<file path="src/mcb_pkg.sv">
package mcb_pkg;

	localparam int STS_W = 64;
	localparam int ADDR_W = 64;
	localparam int MISC_W = 64;
	localparam int CNT_W = 15;

	localparam int ARCH_CODE_LSB = 0;
	localparam int ARCH_CODE_MSB = 15;
	localparam int IMPL_CODE_LSB = 16;
	localparam int IMPL_CODE_MSB = 31;
	localparam int OTHER_LSB = 32;
	localparam int OTHER_MSB = 37;
	localparam int CNT_LSB = 38;
	localparam int CNT_MSB = 52;
	localparam int HEALTH_LSB = 53;
	localparam int HEALTH_MSB = 54;
	localparam int ACTION_BIT = 55;
	localparam int SIGNAL_BIT = 56;
	localparam int CORRUPT_BIT = 57;
	localparam int ADDRESS_VALID_FLAG_BIT = 58;
	localparam int MISC_VALID_FLAG_BIT = 59;
	localparam int ENABLED_BIT = 60;
	localparam int UNCORR_BIT = 61;
	localparam int OVERFLOW_BIT = 62;
	localparam int VALID_BIT = 63;

	localparam logic [63:0] STATUS_RESET = 64'h0000_0000_0000_0000;
	localparam logic [63:0] ADDR_RESET = 64'h0000_0000_0000_0000;

	localparam logic [1:0] HEALTH_NONE = 2'h0;
	localparam logic [1:0] HEALTH_GREEN = 2'h1;
	localparam logic [1:0] HEALTH_YELLOW = 2'h2;

	typedef enum logic [1:0] {
		MCB_SEL_STATUS,
		MCB_SEL_ADDR,
		MCB_SEL_MISC,
		MCB_SEL_NONE
	} mcb_sel_t;

endpackage

</file>
<file path="src/mcb_bank.sv">
// How it works
// - Logging an error sets the valid flag, bit 63; only software clears it.
// - Status is cleared by writing zeros; a write holding any one faults.
// - Architecture error code of the condition goes to status bits 15:0.
// - Implementation error code identifying the condition goes to bits 31:16.
// - Bits 37:32 carry implementation-specific extra information.
// - With counting capability, bits 52:38 count corrected errors until cleared.
// - Counter top bit 52 is a sticky overflow indicator.
// - Without threshold, bits 56:53 are implementation info; without recovery, 56:55 reserved.
// - With recovery and threshold capability, bit 56 flags a reported recoverable uncorrected error.
// - With recovery and threshold capability, bit 55 flags required software recovery action.
// - Corrected errors with threshold: bits 54:53 hold none, green or yellow.
// - Bit 57 set when processor state may be corrupted, else cleared.
// - Bit 58 set only when the address register holds the error address.
// - Bit 59 set only when the misc register holds extra information.
// - Bit 60 set when the error was enabled by its control enable bit.
// - Bit 61 set for uncorrected errors, cleared for corrected ones.
// - A new error while valid is set sets overflow bit 62; software clears.
// - Enabled beats disabled, uncorrected beats corrected; uncorrected replaces uncorrected only when enabled over disabled.
// - Green or untracked entry yields to corrected errors; yellow kept against green.
// - Replacement takes all guarded fields from the new event; kept entry stays whole.
// - Health colour only for monitored structures, otherwise code 00.
// - Address register faults if absent; if present, zeros clear and ones fault.
`timescale 1ns/1ps
`default_nettype none

module mcb_bank
	import mcb_pkg::*;
#(
	parameter bit CAP_COUNT     = 1'b1,
	parameter bit CAP_THRESHOLD = 1'b1,
	parameter bit CAP_RECOVERY  = 1'b1,
	parameter bit ADDR_PRESENT  = 1'b1,
	parameter bit MISC_PRESENT  = 1'b1
) (
	input  wire logic              clock,        // System clock, 100 MHz.
	input  wire logic              rst,          // Synchronous reset, active high.
	input  wire logic              err_valid,    // Error report strobe from the unit.
	input  wire logic [15:0]       err_arch_code, // Architecture error code.
	input  wire logic [15:0]       err_impl_code, // Implementation error code.
	input  wire logic [5:0]        err_other,    // Implementation extra information.
	input  wire logic [3:0]        err_impl_hi,  // Implementation info for bits 56:53.
	input  wire logic              err_uncorrected, // Error not corrected.
	input  wire logic              err_enabled,  // Per-error enable bit was set.
	input  wire logic              err_corrupt,  // Processor context may be corrupt.
	input  wire logic              err_monitored, // Source structure is health-tracked.
	input  wire logic              err_yellow,   // Tracked structure is above threshold.
	input  wire logic              err_recoverable, // Uncorrected error is recoverable.
	input  wire logic              err_action,   // Software recovery action required.
	input  wire logic              err_addr_ok,  // Address input is valid.
	input  wire logic [ADDR_W-1:0] err_addr,     // Error address.
	input  wire logic              err_misc_ok,  // Misc input is valid.
	input  wire logic [MISC_W-1:0] err_misc,     // Error extra information.
	input  wire logic              reg_rd,       // Register read strobe.
	input  wire logic              reg_wr,       // Register write strobe.
	input  wire logic [1:0]        reg_sel,      // Register select.
	input  wire logic [63:0]       reg_wdata,    // Write data.
	output logic      [63:0]       reg_rdata,    // Read data.
	output logic                   reg_fault,    // General-protection fault pulse.
	output logic      [STS_W-1:0]  status_out,   // Live status register.
	output logic      [ADDR_W-1:0] addr_out,     // Live address register.
	output logic      [MISC_W-1:0] misc_out      // Live misc register.
);

	// Stored registers and their next values.
	logic [STS_W-1:0]  status_q;
	logic [STS_W-1:0]  status_d;
	logic [ADDR_W-1:0] addr_q;
	logic [ADDR_W-1:0] addr_d;
	logic [MISC_W-1:0] misc_q;
	logic [MISC_W-1:0] misc_d;
	logic [63:0]       rdata_q;
	logic [63:0]       rdata_d;
	logic              fault_q;
	logic              fault_d;

	mcb_sel_t sel;
	assign sel = mcb_sel_t'(reg_sel);

	// Access decode; a refused access changes nothing but the fault pulse.
	wire acc;
	wire sel_absent;
	wire wr_nonzero;
	wire bad_access;
	wire clr_status;
	wire clr_addr;
	wire clr_misc;

	assign acc        = reg_rd | reg_wr;
	assign sel_absent = (sel == MCB_SEL_NONE) ||
	                    (sel == MCB_SEL_ADDR && !ADDR_PRESENT) ||
	                    (sel == MCB_SEL_MISC && !MISC_PRESENT);
	assign wr_nonzero = reg_wr && (reg_wdata != 64'h0000_0000_0000_0000);
	assign bad_access = acc && (sel_absent || wr_nonzero);

	// Only an all-zero write to a present register clears it.
	assign clr_status = reg_wr && !bad_access && sel == MCB_SEL_STATUS;
	assign clr_addr   = reg_wr && !bad_access && sel == MCB_SEL_ADDR;
	assign clr_misc   = reg_wr && !bad_access && sel == MCB_SEL_MISC;

	wire old_valid   = status_q[VALID_BIT];
	wire old_uc      = status_q[UNCORR_BIT];
	wire old_en      = status_q[ENABLED_BIT];
	wire old_yellow  = CAP_THRESHOLD && status_q[HEALTH_MSB:HEALTH_LSB] == HEALTH_YELLOW;
	wire new_yellow  = CAP_THRESHOLD && err_monitored && err_yellow;

	// Overwrite priority: enable first, then uncorrected, then colour.
	wire en_wins     = err_enabled && !old_en;
	wire en_loses    = !err_enabled && old_en;
	wire uc_held     = old_uc;
	wire uc_new      = err_uncorrected;
	wire yellow_held = old_yellow && !new_yellow;
	wire rank_keep   = en_loses || uc_held || (!uc_new && yellow_held);

	// Decides whether a new event displaces a valid entry.
	wire replace_w   = !old_valid || en_wins || !rank_keep;

	// A zero write landing with an event loses, so the event is logged whole.
	wire take_new    = replace_w || clr_status;

	// Health colour field: none unless monitored, yellow or green otherwise.
	wire [1:0] health_w = !err_monitored ? HEALTH_NONE :
	                      (err_yellow ? HEALTH_YELLOW : HEALTH_GREEN);

	wire [3:0] hi_w = !CAP_THRESHOLD ? err_impl_hi :
	                  {CAP_RECOVERY && err_uncorrected && err_recoverable,
	                   CAP_RECOVERY && err_uncorrected && err_action,
	                   err_uncorrected ? 2'h0 : health_w};

	// Corrected-error counter; the top bit latches once the low bits wrap.
	wire [CNT_W-1:0] cnt_old;
	wire [CNT_W-2:0] cnt_low;
	wire             cnt_top;
	wire             count_hit;
	wire [CNT_W-1:0] cnt_inc;
	wire [CNT_W-1:0] cnt_w;
	wire [CNT_W-1:0] cnt_field;

	assign cnt_old   = status_q[CNT_MSB:CNT_LSB];
	assign cnt_low   = cnt_old[CNT_W-2:0] + (CNT_W-1)'(1);
	assign cnt_top   = cnt_old[CNT_W-1] | (&cnt_old[CNT_W-2:0]);
	assign cnt_inc   = {cnt_top, cnt_low};
	assign count_hit = CAP_COUNT && err_valid && !err_uncorrected;
	assign cnt_w     = count_hit ? cnt_inc : cnt_old;

	// Without counting these bits are zero in a replacing entry and otherwise keep their old value.
	assign cnt_field = CAP_COUNT ? cnt_w : (replace_w ? 15'h0000 : cnt_old);

	// Status fields of a new entry, most significant first.
	wire             fld_valid   = 1'b1;
	wire             fld_over    = old_valid;
	wire             fld_uc      = err_uncorrected;
	wire             fld_en      = err_enabled;
	wire             fld_misc_valid_flag   = MISC_PRESENT && err_misc_ok;
	wire             fld_address_valid_flag   = ADDR_PRESENT && err_addr_ok;
	wire             fld_corrupt = err_corrupt;
	wire [3:0]       fld_hi      = hi_w;
	wire [CNT_W-1:0] fld_cnt     = cnt_field;
	wire [5:0]       fld_other   = err_other;
	wire [15:0]      fld_impl    = err_impl_code;
	wire [15:0]      fld_arch    = err_arch_code;

	wire [STS_W-1:0] new_status = {fld_valid,
	                               fld_over,
	                               fld_uc,
	                               fld_en,
	                               fld_misc_valid_flag,
	                               fld_address_valid_flag,
	                               fld_corrupt,
	                               fld_hi,
	                               fld_cnt,
	                               fld_other,
	                               fld_impl,
	                               fld_arch};

	always_comb begin
		status_d = status_q;
		addr_d   = addr_q;
		misc_d   = misc_q;
		if (clr_status) begin
			status_d = STATUS_RESET;
		end
		if (clr_addr) begin
			addr_d = ADDR_RESET;
		end
		if (clr_misc) begin
			misc_d = ADDR_RESET;
		end
		// A logged event wins over a software clear in the same cycle.
		if (err_valid) begin
			if (take_new) begin
				status_d = new_status;
				if (old_valid) begin
					status_d[OVERFLOW_BIT] = 1'b1;
				end
				addr_d = (ADDR_PRESENT && err_addr_ok) ? err_addr : ADDR_RESET;
				misc_d = (MISC_PRESENT && err_misc_ok) ? err_misc : ADDR_RESET;
			end else begin
				status_d[OVERFLOW_BIT] = 1'b1;
				if (CAP_COUNT) begin
					status_d[CNT_MSB:CNT_LSB] = cnt_w;
				end
			end
		end
	end

	// Read data mux; a refused or absent read leaves the last word standing.
	wire [63:0]  rd_status = status_q;
	wire [63:0]  rd_addr   = ADDR_PRESENT ? addr_q : 64'h0000_0000_0000_0000;
	wire [63:0]  rd_misc   = MISC_PRESENT ? misc_q : 64'h0000_0000_0000_0000;
	wire         rd_take   = reg_rd && !bad_access;
	logic [63:0] rd_mux;

	always_comb begin
		case (sel)
			MCB_SEL_STATUS: rd_mux = rd_status;
			MCB_SEL_ADDR:   rd_mux = rd_addr;
			MCB_SEL_MISC:   rd_mux = rd_misc;
			default:        rd_mux = 64'h0000_0000_0000_0000;
		endcase
	end

	assign rdata_d = rd_take ? rd_mux : rdata_q;
	assign fault_d = bad_access;

	// Capabilities are parameters, so they cannot change after reset.
	always_ff @(posedge clock) begin
		if (rst) begin
			status_q <= STATUS_RESET;
		end else begin
			status_q <= status_d;
		end
	end

	always_ff @(posedge clock) begin
		if (rst) begin
			addr_q <= ADDR_RESET;
		end else begin
			addr_q <= addr_d;
		end
	end

	always_ff @(posedge clock) begin
		if (rst) begin
			misc_q <= ADDR_RESET;
		end else begin
			misc_q <= misc_d;
		end
	end

	// Read data holds between good reads.
	always_ff @(posedge clock) begin
		if (rst) begin
			rdata_q <= 64'h0000_0000_0000_0000;
		end else begin
			rdata_q <= rdata_d;
		end
	end

	// Fault is a one-cycle pulse after the refused access.
	always_ff @(posedge clock) begin
		if (rst) begin
			fault_q <= 1'b0;
		end else begin
			fault_q <= fault_d;
		end
	end

	assign reg_rdata  = rdata_q;
	assign reg_fault  = fault_q;
	assign status_out = status_q;
	assign addr_out   = addr_q;
	assign misc_out   = misc_q;

endmodule

`default_nettype wire

</file>
<file path="config.mk">
export PLATFORM = sky130hd
export DESIGN_NAME = mcb_bank
export DESIGN_NICKNAME = d
export VERILOG_FILES = /design/src/mcb_pkg.sv /design/src/mcb_bank.sv
export SDC_FILE = /design/constraint.sdc
export NUM_CORES = 1
export LEC_CHECK = 0
export BUFFER_PORTS_ARGS = -buffer_cell sky130_fd_sc_hd__buf_4
export CAP_MARGIN = 40
export CORE_AREA = 8 8 191 193
export CTS_CLUSTER_SIZE = 14
export DETAILED_ROUTE_END_ITERATION = 8
export DIE_AREA = 0 0 199 201
export GPL_TIMING_DRIVEN = 0
export RECOVER_POWER = 50
export SYNTH_ARGS = -nofsm -noshare
export SYNTH_HDL_FRONTEND = slang
export SYNTH_SLANG_ARGS = --single-unit
</file>
<file path="constraint.sdc">
create_clock -name clock -period 4.6 [get_ports clock]
set_input_delay 0.92 -clock clock [delete_from_list [all_inputs] [get_ports clock]]
set_output_delay 0.92 -clock clock [all_outputs]
set_load 0.03 [all_outputs]
</file>
---- Word level (Yosys, flattened, before mapping) ----
Cells that the tools add are included.
Widths: inputs -> output; s select.
storage, ports and cells
  register bits ........................... 257
  output and inout port bits .............. 257
  logic and storage cells ................. 68
  bits of input ports ..................... 250
cells by class
  reduce and logical (&&, ||, !) cells .... 33
  bitwise operators ....................... 2
  muxes and demuxes ....................... 20
  equality and inequality tests ........... 5
  add/sub/neg operators ................... 1
operators with widths
  cell                   count
  $mux 64                10
  $pmux 64 s3            1
  $reduce_bool 64->1     1
  $mux 38                1
  $logic_and 1x1->1      15
  $mux 15                1
  $add 14x1->14 const B  1
  $reduce_and 14->1      1
  $mux 9                 1
  $logic_not 1->1        7
  $eq 2x2->1 const B     3
  $logic_or 1x1->1       6
  $mux 2                 3
  $mux 1                 3
  $eq 2x1->1 const B     1
  $logic_not 2->1        1
  $ne 2x1->1 const B     1
  $or 1x1->1             2
  $reduce_and 2->1       1
  $reduce_bool 2->1      1

---- Depth between registers and ports, before layout ----
Gate-level depths: netlist of run 1.
  word-level depth ........................ 10
  mapped depth ............................ 8

---- Least setup slack after synthesis of run 1 ----
No wires, ideal clock.
  path kind ............................... input port to flip-flop
  start ................................... in reg_wdata[0]
  end ..................................... reg status_q[10], in the netlist status_out[10]
  setup time .............................. 117 ps
  slack ................................... 1713 ps
  stages on the path ...................... 8
  arrival ................................. 2770 ps
  data required time ...................... 4483 ps
  cell sequence ........................... nor4_1 -> nand4_1 -> or4_1 -> buf_2 -> o211a_1 -> clkbuf_1 -> clkbuf_1 -> a22o_1
between the ends
  cells in the longest elaborated chain, start to end .. 10
  elaborated cells between the ends (all ways) .. 11
RTL lines
  what                                         line                              RTL
  start: declaration                           mcb_bank.sv:57                    input wire logic [63:0] reg_wdata,
  $reduce_bool 64->1 (*)                       mcb_bank.sv:93                    assign wr_nonzero = reg_wr && (reg_wdata != 64'h0000_0000_0000_0000);
  $logic_and 1x1->1 (*)                        mcb_bank.sv:93
  $logic_or 1x1->1 (*)                         mcb_bank.sv:94                    assign bad_access = acc && (sel_absent || wr_nonzero);
  $logic_and 1x1->1 (*)                        mcb_bank.sv:94
  $logic_not 1->1 (*)                          mcb_bank.sv:97                    assign clr_status = reg_wr && !bad_access && sel == MCB_SEL_STATUS;
  $logic_and 1x1->1 (*) (2 in a row)           mcb_bank.sv:97
  $mux 64 or $logic_or 1x1->1 (tied branches)  mcb_bank.sv:180, mcb_bank.sv:119
  $mux 38                                      mcb_bank.sv:191                   if (take_new) begin
  $mux 64 (*)                                  mcb_bank.sv:190                   if (err_valid) begin
  end signal: assignment                       mcb_bank.sv:231                   status_q <= status_d;
  end: declaration                             mcb_bank.sv:66                    logic [STS_W-1:0] status_q;
Every way passes the cells marked *; elsewhere a longest branch is shown, timed or not. The select of a mux whose other input is x is not followed.
A chain may end at the register's enable or synchronous reset.

---- Worst setup path in the final report of run 1 ----
  start ................................... in reg_wdata[16]
  end ..................................... reg status_q[36], in the netlist status_out[36]
Same word-level chain as after synthesis.

==> results.json, run 1 <==
{
  "crit_path_start_kind": "input pin",
  "dr_total_vias": 12050,
  "fin_crit_ps": 3259,
  "grt_max_degree": 15,
  "grt_antenna_before_repair": 2,
  "synth-edff-count": 0,
  "avgRoutedWirePerCell_microns": 25.25,
  "ir_drop_mv": 0.2652,
  "leakage_uw": 0.006332,
  "drv_cap": 0,
  "worst_r2r_startpoint": "status_out[54]",
  "worst_pin_slew_ps": 876.7,
  "gp_congestion": 0.8684,
  "end_kind": "register",
  "cts_tree": "yes",
  "yosys.area.top_type_share_pct": 42.81,
  "nets": 1997,
  "crit_required_ps": 5050,
  "core_area_sq_mm": 0.03328,
  "viasPerCell": 5.426,
  "grt_pass1_wl_microns": 82000,
  "power_density_mw_per_mm2": 363.2,
  "status": "completed",
  "grt_overflow": 0,
  "port_buffers": 497,
  "hold_path_depth": 2,
  "drive_above_1_share_pct": 25.59,
  "path_max_fanout": 10,
  "finClkSkew_ps": 12.26,
  "die_w_microns": 199,
  "avgSynthCellArea_sq_um": 9.909,
  "final_hold_viol_count": 0,
  "cts_max_level": 1,
  "cts_buffer_depth": 3,
  "rsz0062_at_grt": "false",
  "drc_errors": 0,
  "start_util_pct": 36.11,
  "async_flop_share_pct": 0,
  "chipHeight_microns": 201,
  "dieArea_sq_mm": 0.04000,
  "min-delay-start": "reg_rdata[12]",
  "ys_seq_elements": 257,
  "holdBufCountCts": 0,
  "syn-num-nets": 1464,
  "synth.area.top_cells": "dfxtp_1 (43%), mux2i_1 (11%), o211ai_1 (8.4%)",
  "cp_data_arrival_time_ps": 3700,
  "finalSetupViolCount": 0,
  "synth-seq-area-share_pct": 42.81,
  "synthFlopType": "dfxtp_1",
  "dp_hpwl_microns": 43900,
  "cts_setup_buffers": 0,
  "synthCells": 1213,
  "ys_warn_count": 0,
  "fin_util_pct": 49.31,
  "ys_types": 49,
  "slew_viol_final": 0,
  "drt-total-wl_microns": 56060,
  "period_share_pct": 70.85,
  "pin_count": 507,
  "grt_pass1_vias": 12370,
  "syn_area_sq_mm": 0.01202,
  "syn2layout_area_growth_pct": 36.53,
  "fmax_ghz": 0.3068,
  "startpoint": "reg_wdata[16]",
  "ant_nets": 0,
  "cts_num_sinks": 257,
  "finalSetupTns_ps": 0,
  "cts_buffers": 30,
  "cts.repair.resized": 0,
  "cts-root-buf": "clkbuf_16",
  "grt_usage_pct": 26.68,
  "drt-pass1-iter-count": 5,
  "holdCritPathClass": "reg2reg",
  "yosys.area.top_type": "dfxtp_1",
  "drtIter0Drc": 651,
  "clk_pin_slew_ps": 60,
  "clk-insertion-delay-late_ps": 560,
  "critPathKind": "in2reg",
  "reg2reg_depth": 7,
  "rows": 67,
  "max_slew_margin_pct": 41.55
}
==> through the flow <==
step / cells / power, uW / area (sq um) / setup WS (ps) / hold slack [ps]
2_1_floorplan: 1213 / 3106 / 12020 / 1713 / 586.2
3_3_place_gp: 2158 / 3644 / 16310 / 676.4 / 447.7
3_5_place_dp: 2162 / 3659 / 16360 / 736.8 / 453.9
4_1_cts: 2218 / 6091 / 17370 / 1323 / 461.4
5_1_grt: 2220 / 6149 / 16410 / 1205 / 479.0
6_report: 2220 / 5960 / 16410 / 1341 / 459.4
==> per-layer routing <==
metal  wire length [microns]  track usage, %  vias to the layer above
met5                       0               0                        -
met4                    1659           6.990                        0
met3                    3558           4.711                       88
met2                   27640           46.70                      468
met1                   23210           33.10                     5865
li1                        -               -                     5624
==> placed cells by master (no fill, tap or decap), drive strengths merged, types with 4 or more instances in the layout <==
cell type	n
a21oi	8
a221oi	63
a22o	44
a311oi	4
buf	279
clkbuf	395
clkinv	12
dfxtp	257
inv	67
mux2	62
mux2i	130
nand2	150
nand3	10
nand4	4
nor2	10
nor2b	5
nor3	4
nor4	17
o211ai	134
o21ai	10
o22ai	63
or3	5
xnor2	4
==> path summary, 6_finish.rpt <==
check,end,slack (ps)
worst min-delay path,reg_rdata[12],460
worst max register to register,status_out[36],1780
worst min register to register,reg_rdata[12],460
worst max-delay path,status_out[36],1340
==> state kept, by name, indices dropped and copies added, names as in the netlist <==
name,count
addr_out,64
misc_out,64
reg_rdata,64
status_out,64
reg_fault,1
==> cell usage after synthesis (all sizes together), types with 3 or more instances <==
master	instances
nand2	150
o22ai	63
a221oi	63
nor2b	5
nand4	4
dfxtp	257
or3	5
nor2	10
nand2b	3
inv	67
nand3	10
xnor2	4
mux2	62
o211ai	134
o21ai	10
a31oi	3
nor3	4
a22o	44
nor4	17
buf	35
clkbuf	96
mux2i	130
nor3b	3
a21oi	8
a311oi	4
==> worst max-delay path, stage by stage <==
cell	delay, ps
buf_4	110
nor4_1	280
nand4_1	150
or4_1	630
buf_2	220
o211a_1	220
clkbuf_1	360
clkbuf_1	470
a22o_1	350
==> cell type report <==
cell class                 count  area, sq um
timing repair buffer         501         2811
clock inverter                14        126.4
tap                          448        560.5
antenna                        2        5.005
buffer                       131        640.6
clock buffer                  42        887.1
fill                        3409        16870
multi-input combinational    757         5978
inverter                      68        255.2
sequential                   257         5145
==> where the power goes <==
group          total, uW  internal (uW)  switching, uW
combinational       1070            393            673
sequential          2450           2340            106
clock               2450           1450            995
==> logic make-up after synthesis <==
kind of cell,share of synthesized area [%]
xor+xnor,0.2915
mux,16.64
simple gates,8.068
compound gates,24.64
fa+ha+maj,0.1041
flops,42.81
buf+inv,7.454
Note: power is estimated with default switching activity, not from simulation.
==> run 2, diff against run 1 <==
--- a/config.mk
+++ b/config.mk
@@ -7,10 +7,10 @@
 export LEC_CHECK = 0
 export BUFFER_PORTS_ARGS = -buffer_cell sky130_fd_sc_hd__buf_4
 export CAP_MARGIN = 40
-export CORE_AREA = 8 8 191 193
+export CORE_AREA = 8 8 193 195
 export CTS_CLUSTER_SIZE = 14
 export DETAILED_ROUTE_END_ITERATION = 8
-export DIE_AREA = 0 0 199 201
+export DIE_AREA = 0 0 201 203
 export GPL_TIMING_DRIVEN = 0
 export RECOVER_POWER = 50
 export SYNTH_ARGS = -nofsm -noshare
==> constraint.sdc (replaced) <==
create_clock -name clock -period 3.29 [get_ports clock]
set_input_delay 0.658 -clock clock [delete_from_list [all_inputs] [get_ports clock]]
set_output_delay 0.658 -clock clock [all_outputs]
set_load 0.03 [all_outputs]
==> results.json, run 2 (synthesized netlist as in run 1, its figures left out) <==
{
  "status": "completed",
  "finClkSkew_ps": 10.98,
  "dp_hpwl_microns": 43980,
  "power_density_mw_per_mm2": 505.1,
  "worst_r2r_startpoint": "status_out[54]",
  "layout_commonest_cell": "clkbuf_1",
  "crit_path_frequent_cell": "clkbuf_1",
  "p_switching_uw": 2437,
  "core_area_sq_mm": 0.03412,
  "regToRegEndpoint": "status_out[36]",
  "chipHeight_microns": 203,
  "power_frac_comb_pct": 18.1,
  "drtIter0Drc": 638,
  "cp_data_arrival_time_ps": 3590,
  "grt_overflow": 0,
  "power_uw": 8290,
  "ir_drop_mv": 0.3668,
  "crit_slowest_cell": "or4_1",
  "crit_required_ps": 3730,
  "end_kind": "register",
  "p_clk_share_pct": 40.7,
  "leakage_uw": 0.006307,
  "avgRoutedWirePerCell_microns": 25.24,
  "grt_max_degree": 15,
  "fmax_ghz": 0.3182,
  "dp_cells": 2170,
  "cts_tree": "yes",
  "finalSetupViolCount": 0,
  "start_util_pct": 35.23,
  "nets": 1998,
  "critPathKind": "in2reg",
  "finalNonFillerCells": 2224,
  "syn2layout_area_growth_pct": 36.56,
  "grt_antenna_before_repair": 4,
  "path_max_fanout": 10,
  "drt-total-wl_microns": 56140,
  "grt_pass1_vias": 12350,
  "seqPwrFrac_pct": 41.2,
  "cts_num_sinks": 257,
  "slew_viol_final": 0,
  "period_share_pct": 95.53,
  "rsz0062_at_grt": "false",
  "grt_pass1_wl_microns": 82300,
  "min-delay-start": "err_impl_code[5]",
  "gp_congestion": 0.8802,
  "drc_errors": 0,
  "r2r_slack_ps": 490,
  "hold_ws_ps": 305.6,
  "cts-root-buf": "clkbuf_16",
  "ant_nets": 0,
  "holdCritPathClass": "in2reg",
  "grt_usage_pct": 26.03,
  "fin_crit_ps": 3143,
  "worst_pin_slew_ps": 930.7,
  "die_w_microns": 201,
  "final_cell_mix": "clkbuf_1 (359), dfxtp_1 (257), buf_4 (241)",
  "clk_pin_slew_ps": 60,
  "critical-path-max-stage-delay_ps": 620,
  "final_hold_viol_count": 0,
  "drive_above_1_share_pct": 25.33,
  "crit_path_start_kind": "input pin",
  "cp.buffers_inverters": 4,
  "cts_max_level": 1,
  "hold_end": "status_out[21]",
  "power_switching_share_pct": 29.39,
  "cts_buffers": 30,
  "port_buffers": 497,
  "hold_path_depth": 2,
  "cts.repair.resized": 1,
  "cp_top_family": "simple AND/OR/NAND/NOR gates",
  "holdBufCountCts": 0,
  "clk-insertion-delay-late_ps": 560,
  "fin_util_pct": 48.11,
  "viasPerCell": 5.395,
  "dr_total_vias": 12000,
  "drv_cap": 0,
  "reg2reg_depth": 7,
  "drt-pass1-iter-count": 5,
  "rows": 68,
  "cts_setup_buffers": 0,
  "pin_count": 507,
  "dieArea_sq_mm": 0.04080,
  "cts_buffer_depth": 3,
  "crit_chain": "buf_4 -> nor4_2 -> nand4_1 -> or4_1 -> buf_2 -> o211a_1 -> clkbuf_1 -> clkbuf_1 -> a22o_1",
  "max_slew_margin_pct": 37.96,
  "power.internal_uw": 5853
}
## run 2: cell types whose count changed in the layout (fill, tap and decap cells not counted), sizes merged
cell	change
clkinv	-8
diode	+2
buf	+1
bufinv	+1
clkbuf	-1
clkinvlp	+1
inv	+1
## run 2: power by group through the flow
stage	logic, uW	registers, uW	clock network [uW]
2_1_floorplan	595	3750	0
3_3_place_gp	1610	3480	0
3_5_place_dp	1630	3480	0
4_1_cts	1640	3420	3450
5_1_grt	1580	3440	3580
6_report	1500	3420	3370
## run 2: through the flow
| step | setup TNS (ps) | area (sq um) | setup slack (ps) |
|---|---|---|---|
| after floorplan | 0 | 12020 | 665.0 |
| after global placement | -142890 | 16320 | -884.8 |
| after detailed placement | -138750 | 16380 | -733.6 |
| after CTS | 0 | 17370 | 67.11 |
| after global routing | 0 | 16410 | 32.08 |
| final | 0 | 16410 | 147.0 |
## run 2: worst max path at each step
| stage | startpoint | endpoint | slack (ps) | cells after the start |
|---|---|---|---|---|
| 3_3_place_gp | reg_wdata[16] | status_out[57] | -880 | 8 |
| 6_report | reg_wdata[16] | status_out[36] | 150 | 9 |
| 4_1_cts | reg_wdata[16] | status_out[36] | 70 | 9 |
| 3_5_place_dp | reg_wdata[16] | status_out[36] | -730 | 9 |
| 5_1_grt | reg_wdata[16] | status_out[36] | 30 | 9 |
| 2_1_floorplan | reg_wdata[0] | status_out[10] | 670 | 8 |
## run 2: cell type report
type	count	area (sq um)
fill	3533	17700
tap	455	569.3
antenna	4	10.01
multi-input combinational	757	5984
inverter	68	255.2
clock buffer	41	853.3
timing repair buffer	502	2826
sequential	257	5145
buffer	131	640.6
clock inverter	9	128.9
## run 2: metal layers
metal | GRT usage [%] | routed length, microns
met2 | 44.67 | 27140
met4 | 8.857 | 1771
met5 | 0 | 0
met1 | 32.24 | 24090
met3 | 5.069 | 3132
